<file path="config.mk">
export PLATFORM = sky130hd
export DESIGN_NAME = icc_ctrl_top
export DESIGN_NICKNAME = d
export VERILOG_FILES = /design/src/shared/icc_pkg.sv /design/src/shared/icc_latch_if.sv /design/src/rtl/icc_ctrl_top.sv /design/src/rtl/icc_latch_unit.sv
export SDC_FILE = /design/constraint.sdc
export NUM_CORES = 1
export LEC_CHECK = 0
export BUFFER_PORTS_ARGS = -buffer_cell sky130_fd_sc_hd__clkbuf_2
export CORE_UTILIZATION = 45
export CTS_CLUSTER_SIZE = 8
export DETAILED_ROUTE_END_ITERATION = 6
export PLACE_DENSITY = 0.75
export SETUP_SLACK_MARGIN = 0.5
export SYNTH_ARGS = -nofsm -noshare
export SYNTH_HDL_FRONTEND = slang
export SYNTH_HIERARCHICAL = 1
export SYNTH_SLANG_ARGS = --single-unit
</file>
<file path="constraint.sdc">
create_clock -name REF_CLK_IN -period 2.7 [get_ports REF_CLK_IN]
set_clock_uncertainty 0.05 [all_clocks]
set_input_delay 0.135 -clock REF_CLK_IN [delete_from_list [all_inputs] [get_ports REF_CLK_IN]]
set_output_delay 0.135 -clock REF_CLK_IN [all_outputs]
set_load 0.01 [all_outputs]
</file>
<file path="src/shared/icc_pkg.sv">
// package: constants and types for the counter and alarm control block
package icc_pkg;
	// register indices; byte address is four times the index
	localparam logic [11:0] IDX_INTEG_FIRST = 12'h403;
	localparam logic [11:0] IDX_INTEG_LAST = 12'h406;
	localparam logic [11:0] IDX_GRP_IRQ_EN = 12'h40b;
	localparam logic [11:0] IDX_RX_IRQ_EN = 12'h40c;
	localparam logic [11:0] IDX_GEN_STATUS = 12'h40e;
	localparam logic [11:0] IDX_XFER_CMD = 12'h40f;
	// reset values
	localparam logic [15:0] RST_INTEG = 16'h0c0c;
	localparam logic [15:0] RST_IRQ_EN = 16'h0000;
	localparam logic [15:0] RST_STATUS = 16'h0000;
	localparam logic [15:0] RST_XFER = 16'h0800;
	// writable bit masks
	localparam logic [15:0] MASK_INTEG = 16'h0fff;
	localparam logic [15:0] MASK_XFER = 16'h0f1f;
	// integration fields
	localparam int INTEG_LO_LSB = 0;
	localparam int INTEG_HI_LSB = 8;
	localparam logic [3:0] INTEG_RSVD_CODE = 4'hf;
	localparam logic [4:0] INTEG_BASE_EXP = 5'h08;
	localparam int INTEG_CNT_W = 22;
	// general status fields
	localparam int STS_OUT_CLK = 3;
	localparam int STS_IN_CLK = 2;
	localparam int STS_TX_FIFO = 1;
	localparam int STS_NO_CELL = 0;
	// transfer command fields
	localparam int CMD_OP_LSB = 0;
	localparam int CMD_DIR = 2;
	localparam int CMD_IEN_VAL = 3;
	localparam int CMD_TOGGLE = 6;
	localparam int CMD_DONE = 7;
	localparam int CMD_MODE_LSB = 8;
	localparam int CMD_SW_TRIG = 10;
	// latch edge divider
	localparam logic [12:0] LATCH_EDGE_LAST = 13'h1f3f;
	// bus responses
	localparam logic [1:0] RESP_OKAY = 2'h0;
	localparam logic [1:0] RESP_SLVERR = 2'h2;
	typedef enum logic [1:0] {
		OP_CLEAR = 2'h0,
		OP_VALUE = 2'h1,
		OP_IRQ_EN = 2'h2,
		OP_NONE = 2'h3
	} icc_op_t;
	typedef enum logic [1:0] {
		LM_OFF = 2'h0,
		LM_EVERY = 2'h1,
		LM_DIV = 2'h2,
		LM_SW = 2'h3
	} icc_latch_mode_t;
	typedef enum logic [1:0] {
		XS_IDLE = 2'h1,
		XS_BUSY = 2'h2
	} icc_xfer_state_t;
endpackage

</file>
<file path="src/shared/icc_latch_if.sv">
// interface: latch mode, software trigger and latch pulse
`timescale 1ns/100ps
interface icc_latch_if;
	import icc_pkg::*;
	icc_latch_mode_t mode;
	logic sw_trig;
	logic latch_pulse;
	modport ctl (output mode, output sw_trig, input latch_pulse);
	modport unit (input mode, input sw_trig, output latch_pulse);
endinterface

</file>
<file path="src/rtl/icc_ctrl_top.sv">
// module: register bank for integration, enables, alarms and transfers
//
// Register access over AXI4-Lite is this design's own decision.
`timescale 1ns/100ps
module icc_ctrl_top
	import icc_pkg::*;
(
	// clock and reset
	input wire logic REF_CLK_IN,
	input wire logic RST_B_IN,
	// register bus write channels
	input wire logic [15:0] S_AXI_AWADDR_IN,
	input wire logic S_AXI_AWVALID_IN,
	output logic S_AXI_AWREADY_OUT,
	input wire logic [31:0] S_AXI_WDATA_IN,
	input wire logic [3:0] S_AXI_WSTRB_IN,
	input wire logic S_AXI_WVALID_IN,
	output logic S_AXI_WREADY_OUT,
	output logic [1:0] S_AXI_BRESP_OUT,
	output logic S_AXI_BVALID_OUT,
	input wire logic S_AXI_BREADY_IN,
	// register bus read channels
	input wire logic [15:0] S_AXI_ARADDR_IN,
	input wire logic S_AXI_ARVALID_IN,
	output logic S_AXI_ARREADY_OUT,
	output logic [31:0] S_AXI_RDATA_OUT,
	output logic [1:0] S_AXI_RRESP_OUT,
	output logic S_AXI_RVALID_OUT,
	input wire logic S_AXI_RREADY_IN,
	// alarm events from core logic
	input wire logic OUT_BUS_CLK_LOSS_IN,
	input wire logic IN_BUS_CLK_LOSS_IN,
	input wire logic TX_BUS_FIFO_OVFL_IN,
	input wire logic TX_CELL_MEM_FULL_IN,
	// overflow status and gated interrupt pulses
	input wire logic [7:0] GROUP_OVFL_STATUS_IN,
	input wire logic [7:0] RX_FIFO_OVFL_STATUS_IN,
	output logic [7:0] GROUP_OVFL_IRQ_OUT,
	output logic [7:0] RX_FIFO_OVFL_IRQ_OUT,
	// integration period ticks per group
	output logic [7:0] INTEG_TICK_OUT,
	// counter access port
	output logic CNT_START_OUT,
	output logic [1:0] CNT_OP_OUT,
	output logic CNT_DIR_OUT,
	output logic CNT_IEN_VAL_OUT,
	input wire logic CNT_DONE_IN,
	// counter latching
	input wire logic COUNTER_LATCH_STROBE_IN,
	output logic COUNTER_LATCH_OUT
);
	// mapped index check, used for read and write
	function automatic logic idx_mapped(input logic [11:0] idx);
		if (idx >= IDX_INTEG_FIRST && idx <= IDX_INTEG_LAST) begin
			return 1'b1;
		end else if (idx == IDX_GRP_IRQ_EN || idx == IDX_RX_IRQ_EN) begin
			return 1'b1;
		end else if (idx == IDX_GEN_STATUS || idx == IDX_XFER_CMD) begin
			return 1'b1;
		end else begin
			return 1'b0;
		end
	endfunction

	// byte lane merge of a 16-bit register
	function automatic logic [15:0] merge16(input logic [15:0] old_v,
		input logic [15:0] new_v, input logic [1:0] strb);
		return {strb[1] ? new_v[15:8] : old_v[15:8],
			strb[0] ? new_v[7:0] : old_v[7:0]};
	endfunction

	// low-bit mask of one integration period
	function automatic logic [INTEG_CNT_W-1:0] period_mask(
		input logic [3:0] code);
		logic [4:0] sh;
		sh = 5'(code) + INTEG_BASE_EXP;
		return (22'h1 << sh) - 22'h1;
	endfunction

	logic aw_have_r;
	logic [11:0] aw_idx_r;
	logic w_have_r;
	logic [15:0] w_data_r;
	logic [1:0] w_strb_r;
	logic bvalid_r;
	logic [1:0] bresp_r;
	logic rvalid_r;
	logic [31:0] rdata_r;
	logic [1:0] rresp_r;
	logic [15:0] integ_r [4];
	logic [7:0] grp_en_r;
	logic [7:0] rx_en_r;
	logic [3:0] sts_r;
	logic [15:0] cmd_r;
	logic toggle_r;
	logic done_r;
	icc_xfer_state_t xs_r;
	logic start_r;
	logic [7:0] grp_prev_r;
	logic [7:0] rx_prev_r;
	logic [7:0] grp_irq_r;
	logic [7:0] rx_irq_r;
	logic [INTEG_CNT_W-1:0] integ_cnt_r;
	logic [7:0] tick_r;
	logic [7:0] tick_nxt;
	logic [15:0] rd_word;
	icc_latch_if lif ();

	// write decode
	wire wr_fire = aw_have_r && w_have_r && !bvalid_r;
	wire wr_ok = wr_fire && idx_mapped(aw_idx_r);
	wire [11:0] integ_sel = aw_idx_r - IDX_INTEG_FIRST;
	wire wr_integ = wr_ok && aw_idx_r <= IDX_INTEG_LAST
		&& aw_idx_r >= IDX_INTEG_FIRST;
	wire wr_grp_en = wr_ok && aw_idx_r == IDX_GRP_IRQ_EN;
	wire wr_rx_en = wr_ok && aw_idx_r == IDX_RX_IRQ_EN;
	wire wr_sts = wr_ok && aw_idx_r == IDX_GEN_STATUS;
	wire wr_cmd = wr_ok && aw_idx_r == IDX_XFER_CMD;
	wire [15:0] wv_cmd = merge16(cmd_r, w_data_r, w_strb_r);
	wire [15:0] wv_low = merge16(16'h0, w_data_r, w_strb_r);
	wire [15:0] wv_sts_full = merge16({12'h0, sts_r}, w_data_r, w_strb_r);
	wire [3:0] wv_sts = wv_sts_full[3:0];
	wire [1:0] new_op = wv_cmd[CMD_OP_LSB +: 2];
	wire [1:0] new_mode = wv_cmd[CMD_MODE_LSB +: 2];
	wire start_ok = wr_cmd && xs_r == XS_IDLE && new_op != OP_NONE;
	wire [11:0] ar_idx = S_AXI_ARADDR_IN[13:2];
	wire ar_fire = S_AXI_ARVALID_IN && !rvalid_r;

	// bus handshake outputs
	assign S_AXI_AWREADY_OUT = !aw_have_r;
	assign S_AXI_WREADY_OUT = !w_have_r;
	assign S_AXI_ARREADY_OUT = !rvalid_r;
	assign S_AXI_BVALID_OUT = bvalid_r;
	assign S_AXI_BRESP_OUT = bresp_r;
	assign S_AXI_RVALID_OUT = rvalid_r;
	assign S_AXI_RDATA_OUT = rdata_r;
	assign S_AXI_RRESP_OUT = rresp_r;

	// read data selection
	always_comb begin
		rd_word = 16'h0;
		if (ar_idx >= IDX_INTEG_FIRST && ar_idx <= IDX_INTEG_LAST) begin
			rd_word = integ_r[2'(ar_idx - IDX_INTEG_FIRST)];
		end else if (ar_idx == IDX_GRP_IRQ_EN) begin
			rd_word = {8'h0, grp_en_r};
		end else if (ar_idx == IDX_RX_IRQ_EN) begin
			rd_word = {8'h0, rx_en_r};
		end else if (ar_idx == IDX_GEN_STATUS) begin
			rd_word = {12'h0, sts_r};
		end else if (ar_idx == IDX_XFER_CMD) begin
			rd_word = {cmd_r[15:8], done_r, toggle_r, 1'b0,
				cmd_r[4:0]};
		end
	end

	// bus channel state
	always_ff @(posedge REF_CLK_IN or negedge RST_B_IN) begin
		if (!RST_B_IN) begin
			aw_have_r <= 1'b0;
			aw_idx_r <= '0;
			w_have_r <= 1'b0;
			w_data_r <= '0;
			w_strb_r <= '0;
			bvalid_r <= 1'b0;
			bresp_r <= RESP_OKAY;
			rvalid_r <= 1'b0;
			rdata_r <= '0;
			rresp_r <= RESP_OKAY;
		end else begin
			if (S_AXI_AWVALID_IN && !aw_have_r) begin
				aw_have_r <= 1'b1;
				aw_idx_r <= S_AXI_AWADDR_IN[13:2];
			end else if (wr_fire) begin
				aw_have_r <= 1'b0;
			end
			if (S_AXI_WVALID_IN && !w_have_r) begin
				w_have_r <= 1'b1;
				w_data_r <= S_AXI_WDATA_IN[15:0];
				w_strb_r <= S_AXI_WSTRB_IN[1:0];
			end else if (wr_fire) begin
				w_have_r <= 1'b0;
			end
			if (wr_fire) begin
				bvalid_r <= 1'b1;
				bresp_r <= wr_ok ? RESP_OKAY : RESP_SLVERR;
			end else if (S_AXI_BREADY_IN) begin
				bvalid_r <= 1'b0;
			end
			if (ar_fire) begin
				rvalid_r <= 1'b1;
				rdata_r <= {16'h0, rd_word};
				rresp_r <= idx_mapped(ar_idx) ? RESP_OKAY : RESP_SLVERR;
			end else if (S_AXI_RREADY_IN) begin
				rvalid_r <= 1'b0;
			end
		end
	end

	// software-written registers
	always_ff @(posedge REF_CLK_IN or negedge RST_B_IN) begin
		if (!RST_B_IN) begin
			for (int i = 0; i < 4; i++) begin
				integ_r[i] <= RST_INTEG;
			end
			grp_en_r <= RST_IRQ_EN[7:0];
			rx_en_r <= RST_IRQ_EN[7:0];
			cmd_r <= RST_XFER & MASK_XFER;
			toggle_r <= RST_XFER[CMD_TOGGLE];
		end else begin
			if (wr_integ) begin
				integ_r[integ_sel[1:0]] <= merge16(integ_r[integ_sel[1:0]],
					w_data_r, w_strb_r) & MASK_INTEG;
			end
			if (wr_grp_en) begin
				grp_en_r <= wv_low[7:0];
			end
			if (wr_rx_en) begin
				rx_en_r <= wv_low[7:0];
			end
			if (wr_cmd) begin
				cmd_r <= wv_cmd & MASK_XFER;
			end
			if (wr_fire) begin
				toggle_r <= ~toggle_r;
			end
		end
	end

	// latched alarms; an event in the clearing cycle wins
	always_ff @(posedge REF_CLK_IN or negedge RST_B_IN) begin
		if (!RST_B_IN) begin
			sts_r <= RST_STATUS[3:0];
		end else begin
			sts_r <= ((wr_sts ? wv_sts : sts_r) & sts_r)
				| {OUT_BUS_CLK_LOSS_IN, IN_BUS_CLK_LOSS_IN,
				TX_BUS_FIFO_OVFL_IN, TX_CELL_MEM_FULL_IN};
		end
	end

	// transfer sequencer
	always_ff @(posedge REF_CLK_IN or negedge RST_B_IN) begin
		if (!RST_B_IN) begin
			xs_r <= XS_IDLE;
			done_r <= RST_XFER[CMD_DONE];
			start_r <= 1'b0;
		end else begin
			start_r <= start_ok;
			case (xs_r)
				XS_IDLE: begin
					if (start_ok) begin
						xs_r <= XS_BUSY;
						done_r <= 1'b0;
					end
				end
				XS_BUSY: begin
					if (CNT_DONE_IN) begin
						xs_r <= XS_IDLE;
						done_r <= 1'b1;
					end
				end
				default: xs_r <= XS_IDLE;
			endcase
		end
	end
	assign CNT_START_OUT = start_r;
	assign CNT_OP_OUT = cmd_r[CMD_OP_LSB +: 2];
	assign CNT_DIR_OUT = cmd_r[CMD_DIR];
	assign CNT_IEN_VAL_OUT = cmd_r[CMD_IEN_VAL];

	// integration period ticks, two groups per register
	generate
		for (genvar g = 0; g < 8; g++) begin : g_tick
			wire [3:0] code = (g < 4) ? integ_r[g % 4][INTEG_LO_LSB +: 4]
				: integ_r[g % 4][INTEG_HI_LSB +: 4];
			assign tick_nxt[g] = code != INTEG_RSVD_CODE
				&& (integ_cnt_r & period_mask(code)) == '0;
		end
	endgenerate

	// interrupt gating and tick registers
	always_ff @(posedge REF_CLK_IN or negedge RST_B_IN) begin
		if (!RST_B_IN) begin
			integ_cnt_r <= '0;
			tick_r <= '0;
			grp_prev_r <= '0;
			rx_prev_r <= '0;
			grp_irq_r <= '0;
			rx_irq_r <= '0;
		end else begin
			integ_cnt_r <= integ_cnt_r + 22'h1;
			tick_r <= tick_nxt;
			grp_prev_r <= GROUP_OVFL_STATUS_IN;
			rx_prev_r <= RX_FIFO_OVFL_STATUS_IN;
			grp_irq_r <= GROUP_OVFL_STATUS_IN & ~grp_prev_r & grp_en_r;
			rx_irq_r <= RX_FIFO_OVFL_STATUS_IN & ~rx_prev_r & rx_en_r;
		end
	end
	assign INTEG_TICK_OUT = tick_r;
	assign GROUP_OVFL_IRQ_OUT = grp_irq_r;
	assign RX_FIFO_OVFL_IRQ_OUT = rx_irq_r;

	// latch source control; software trigger on bit 10 rising
	assign lif.mode = icc_latch_mode_t'(cmd_r[CMD_MODE_LSB +: 2]);
	// trigger only counts while software mode is already in force
	assign lif.sw_trig = wr_cmd && lif.mode == LM_SW && new_mode == LM_SW
		&& wv_cmd[CMD_SW_TRIG] && !cmd_r[CMD_SW_TRIG];
	assign COUNTER_LATCH_OUT = lif.latch_pulse;

	icc_latch_unit u_latch (
		.clk_in(REF_CLK_IN),
		.rst_b_in(RST_B_IN),
		.strobe_pin_in(COUNTER_LATCH_STROBE_IN),
		.lif(lif)
	);
endmodule

</file>
<file path="src/rtl/icc_latch_unit.sv">
// module: counter latch pulse source from pin, divider or software
`timescale 1ns/100ps
module icc_latch_unit
	import icc_pkg::*;
(
	// clock and reset
	input wire logic clk_in,
	input wire logic rst_b_in,
	// latch strobe pin
	input wire logic strobe_pin_in,
	// control side
	icc_latch_if.unit lif
);
	logic sync1_r;
	logic sync2_r;
	logic sync3_r;
	logic [12:0] edge_cnt_r;
	logic pulse_r;
	wire rise = sync2_r & ~sync3_r;
	wire div_hit = rise && (edge_cnt_r == LATCH_EDGE_LAST);
	logic pulse_nxt;

	// choose the latch source
	always_comb begin
		case (lif.mode)
			LM_OFF: pulse_nxt = 1'b0;
			LM_EVERY: pulse_nxt = rise;
			LM_DIV: pulse_nxt = div_hit;
			LM_SW: pulse_nxt = lif.sw_trig;
			default: pulse_nxt = 1'b0;
		endcase
	end

	// pin synchroniser, edge divider and pulse
	always_ff @(posedge clk_in or negedge rst_b_in) begin
		if (!rst_b_in) begin
			sync1_r <= 1'b0;
			sync2_r <= 1'b0;
			sync3_r <= 1'b0;
			edge_cnt_r <= '0;
			pulse_r <= 1'b0;
		end else begin
			sync1_r <= strobe_pin_in;
			sync2_r <= sync1_r;
			sync3_r <= sync2_r;
			pulse_r <= pulse_nxt;
			if (lif.mode != LM_DIV || div_hit) begin
				edge_cnt_r <= '0;
			end else if (rise) begin
				edge_cnt_r <= edge_cnt_r + 13'h1;
			end
		end
	end
	assign lif.latch_pulse = pulse_r;
endmodule

</file>
==> results_dict.tcl <==
set metrics [dict create \
    ir_drop_uv 375 \
    fin_nets 1238 \
    vias 8391 \
    swShare 0.296 \
    powerDensity_nw_per_um2 673 \
    drv_slew 0 \
    layout-drive-gt1-share 0.262 \
    dr.pass1.iters 5 \
    hp-class "input pin to flip-flop" \
    grt_use_met3 0.0371 \
    avgViaCountPerCell 5.72 \
    drtIter0Drc 703 \
    seq_area_frac_synth 0.481 \
    crit_type "flip-flop to flip-flop" \
    die_y_um 156 \
    slowest_stage "or4_4" \
    p_leak_nw 5.86 \
    synth_top_area_frac 0.437 \
    reg2regPathDepth 4 \
    rsz0062_at_grt "true" \
    cp-end-kind "flip-flop" \
    initial_core_util 0.458 \
    synthArstFlopShare 1.00 \
    ant_nets 0 \
    cts_root_buf "clkbuf_16" \
    die_x_um 156 \
    placed_cell_area_um2 11500 \
    synth.avg_cell_area_um2 11.2 \
    clk_latency_ns 0.55 \
    path_cells "or4_4 -> or4_1 -> o311a_1 -> a2111oi_4" \
    cp_data_arrival_time_ns 2.52 \
    multi_input_area_um2 5110 \
    cts_max_level 1 \
    cp.depth 4 \
    tightestPinTransition_ns 0.786 \
    p_seq_frac 0.422 \
    synth_ff_type "dfrtp_1" \
    gp_congestion 0.854 \
    core_area_um2 23400 \
    slew_headroom 0.475 \
    use_met1 0.295 \
    fin_area_um2 13000 \
    synth_area_um2 10700 \
    grt_max_degree 89 \
    worstPathMaxFanout 6 \
    combPwrFrac 0.193 \
    cts_inserted_buffers 29 \
    synth_top_area_cell "dfrtp_1" \
    setup_tns_ns 0 \
    dp_slack_ns 0.365 \
    yosys.cell_count.top_type "dfrtp_1" \
    crit_path_max_incr_delay_ns 0.58 \
    overflow 0 \
    grt_use_met2 0.375 \
    design.die.area_um2 24400 \
    io_pins 168 \
    switchingPower_mw 2.59 \
    grt_use_total 0.224 \
    portBuffers 115 \
    p_clk_frac 0.384 \
    dpl.hpwl_mm 17.7 \
    cp_top_family "simple AND/OR/NAND/NOR gates" \
    yosysWarnings 6 \
    max_freq_mhz 462 \
    grt_pass1_vias 8299 \
    path_clk_slew_ns 0.05 \
    hold_viol 0 \
    antenna_found_initial 0 \
    synth_seq_cells 205 \
    setup_violations 0 \
    synth.distinct_cells 80 \
    cts.sinks 205 \
    grt_pass1_wl_mm 43.3 \
    cts_tree "built" \
    netlist_instances 955 \
    p_int_mw 6.17 \
    drt_wl_total_mm 27.1 \
    antennaDiodeCount 0 \
    maxCapViolations 0 \
    post-route-period-util 0.801 \
    crit_buf_inv 0 \
    finalWorstSetupSlack_ns 0.536 \
    synth_area_leaders "dfrtp_1 44%, mux4_2 5.0%, dfstp_2 4.4%" \
    synth_edf_count 0 \
    rows 56 \
    min_period_ns 2.16 \
    grt_most_used_layer "met2" \
    outcome "finished clean" \
    wl_per_cell_um 18.5 \
    drc 0 \
    area_delta_synth_final_pct 21.5 \
    seqCellArea_um2 5160 \
    crit_path_start_kind "flip-flop" \
    cp.required_ns 3.06 \
    hold_depth 4 \
    synthTopCellsByCount "187 x dfrtp_1, 64 x o21ai_0, 62 x nand2_1, 52 x clkbuf_1, 39 x inv_1" \
    fillers 1932 \
    clk_path_buf_depth 3 \
]
what timing repair did:
item | in CTS | in global routing
buffers inserted | 2 | 0
endpoints found under the setup margin | 33 | 57
pin swaps | 2 | 0
hold buffers | 54 | 0
gates resized for setup | 5 | 11
hold endpoints to repair | 148 | 0
final timing paths:
kind	start	endpoint	slack (ns)
setup / recovery	integ_cnt_r[15]$_DFF_PN0_	INTEG_TICK_OUT[3]$_DFF_PN0_	0.54
hold / removal	S_AXI_ARVALID_IN	S_AXI_RDATA_OUT[10]$_DFFE_PN0P_	0.02
setup reg to reg	integ_cnt_r[15]$_DFF_PN0_	INTEG_TICK_OUT[3]$_DFF_PN0_	0.54
hold reg to reg	u_latch/sync1_r$_DFF_PN0_	u_latch/sync2_r$_DFF_PN0_	0.30
max in group asynchronous	RST_B_IN	integ_cnt_r[12]$_DFF_PN0_	1.52
min in group asynchronous	RST_B_IN	u_latch/edge_cnt_r[11]$_DFFE_PN0P_	0.13
cell families after synthesis:
| family | after synthesis | share of synthesized area |
|---|---|---|
| AND/OR/NAND/NOR | 254 | 0.138 |
| flip-flops | 205 | 0.481 |
| AO/OA/AOI/OAI | 189 | 0.115 |
| buffers and inverters | 129 | 0.0591 |
| multiplexers | 117 | 0.152 |
| XOR/XNOR | 43 | 0.0352 |
| adder cells (fa/ha/maj) | 16 | 0.0187 |
| other | 2 | 0.000701 |
routing by layer:
metal,wire (um),share of wire
met2,13000,0.48
met3,1930,0.071
met5,0,0
met1,11400,0.42
met4,758,0.028
flip-flops by register name, indices dropped and copies added, names as in the netlist, 4 cells and up:
register              flops
cmd_r                     9
grp_en_r                  8
rx_en_r                   8
INTEG_TICK_OUT            8
integ_r                  16
GROUP_OVFL_IRQ_OUT        8
grp_prev_r                8
S_AXI_RDATA_OUT          12
RX_FIFO_OVFL_IRQ_OUT      8
u_latch/edge_cnt_r       13
rx_prev_r                 8
aw_idx_r                 12
g_tick.code              32
integ_cnt_r              22
sts_r                     4
w_data_r                 12
power by group through the flow:
stage	Combinational (mW)	Sequential (mW)	Clock (mW)
after detailed placement	1.50	3.72	0
after floorplan	1.08	3.60	0
final	1.69	3.70	3.37
after CTS	1.64	3.67	3.40
after global routing	1.82	3.73	3.55
after global placement	1.47	3.70	0
cell type report:
| class | instances | area share |
|---|---|---|
| flip-flops and latches | 205 | 0.396 |
| clock buffers | 52 | 0.0632 |
| inverters | 39 | 0.0112 |
| multi-input cells | 653 | 0.393 |
| well taps | 319 | 0.0307 |
| repair buffers | 197 | 0.104 |
| clock inverters | 1 | 0.00154 |
per-stage QoR:
| stage | total power, mW | util | hold WS (ns) | std cells |
|---|---|---|---|---|
| global route | 9.10 | 0.556 | 0.0270 | 1466 |
| CTS | 8.72 | 0.554 | 0.00210 | 1466 |
| global placement | 5.17 | 0.493 | 0.184 | 1357 |
| finish | 8.76 | 0.556 | 0.0224 | 1466 |
| floorplan | 4.69 | - | -0.211 | 987 |
| detailed placement | 5.22 | 0.493 | 0.184 | 1357 |
cell usage in the layout (no fill, tap or decap), types with 7 or more instances in the layout:
master / synthesis / layout
dfrtp_1: 187 / 184
clkbuf_2: 0 / 114
o21ai_0: 64 / 64
nand2_1: 62 / 62
dlygate4sd3_1: 0 / 54
inv_1: 39 / 39
a21oi_1: 37 / 37
mux2_2: 36 / 36
conb_1: 2 / 34
mux2_1: 33 / 33
nor2_1: 30 / 30
clkbuf_16: 0 / 29
xnor2_1: 28 / 28
nand3_1: 26 / 26
buf_4: 24 / 25
mux4_2: 24 / 24
clkbuf_1: 52 / 22
dfstp_2: 18 / 18
nand4_1: 17 / 17
xor2_1: 15 / 15
mux2_4: 15 / 15
ha_1: 16 / 14
nor3b_1: 13 / 13
nor2b_1: 13 / 13
nor4_1: 13 / 13
and3_1: 11 / 10
nor3_1: 9 / 9
a31oi_1: 9 / 9
mux2i_1: 9 / 9
nand2b_1: 8 / 8
o21ai_1: 7 / 7
a222oi_1: 7 / 7
worst min-delay path, cell delays in order:
cell and delay, ns:
clkbuf_2 0.09, nor2b_1 0.19, nor2_1 0.12, a21oi_1 0.05
Power figures use the tool's default switching activity.
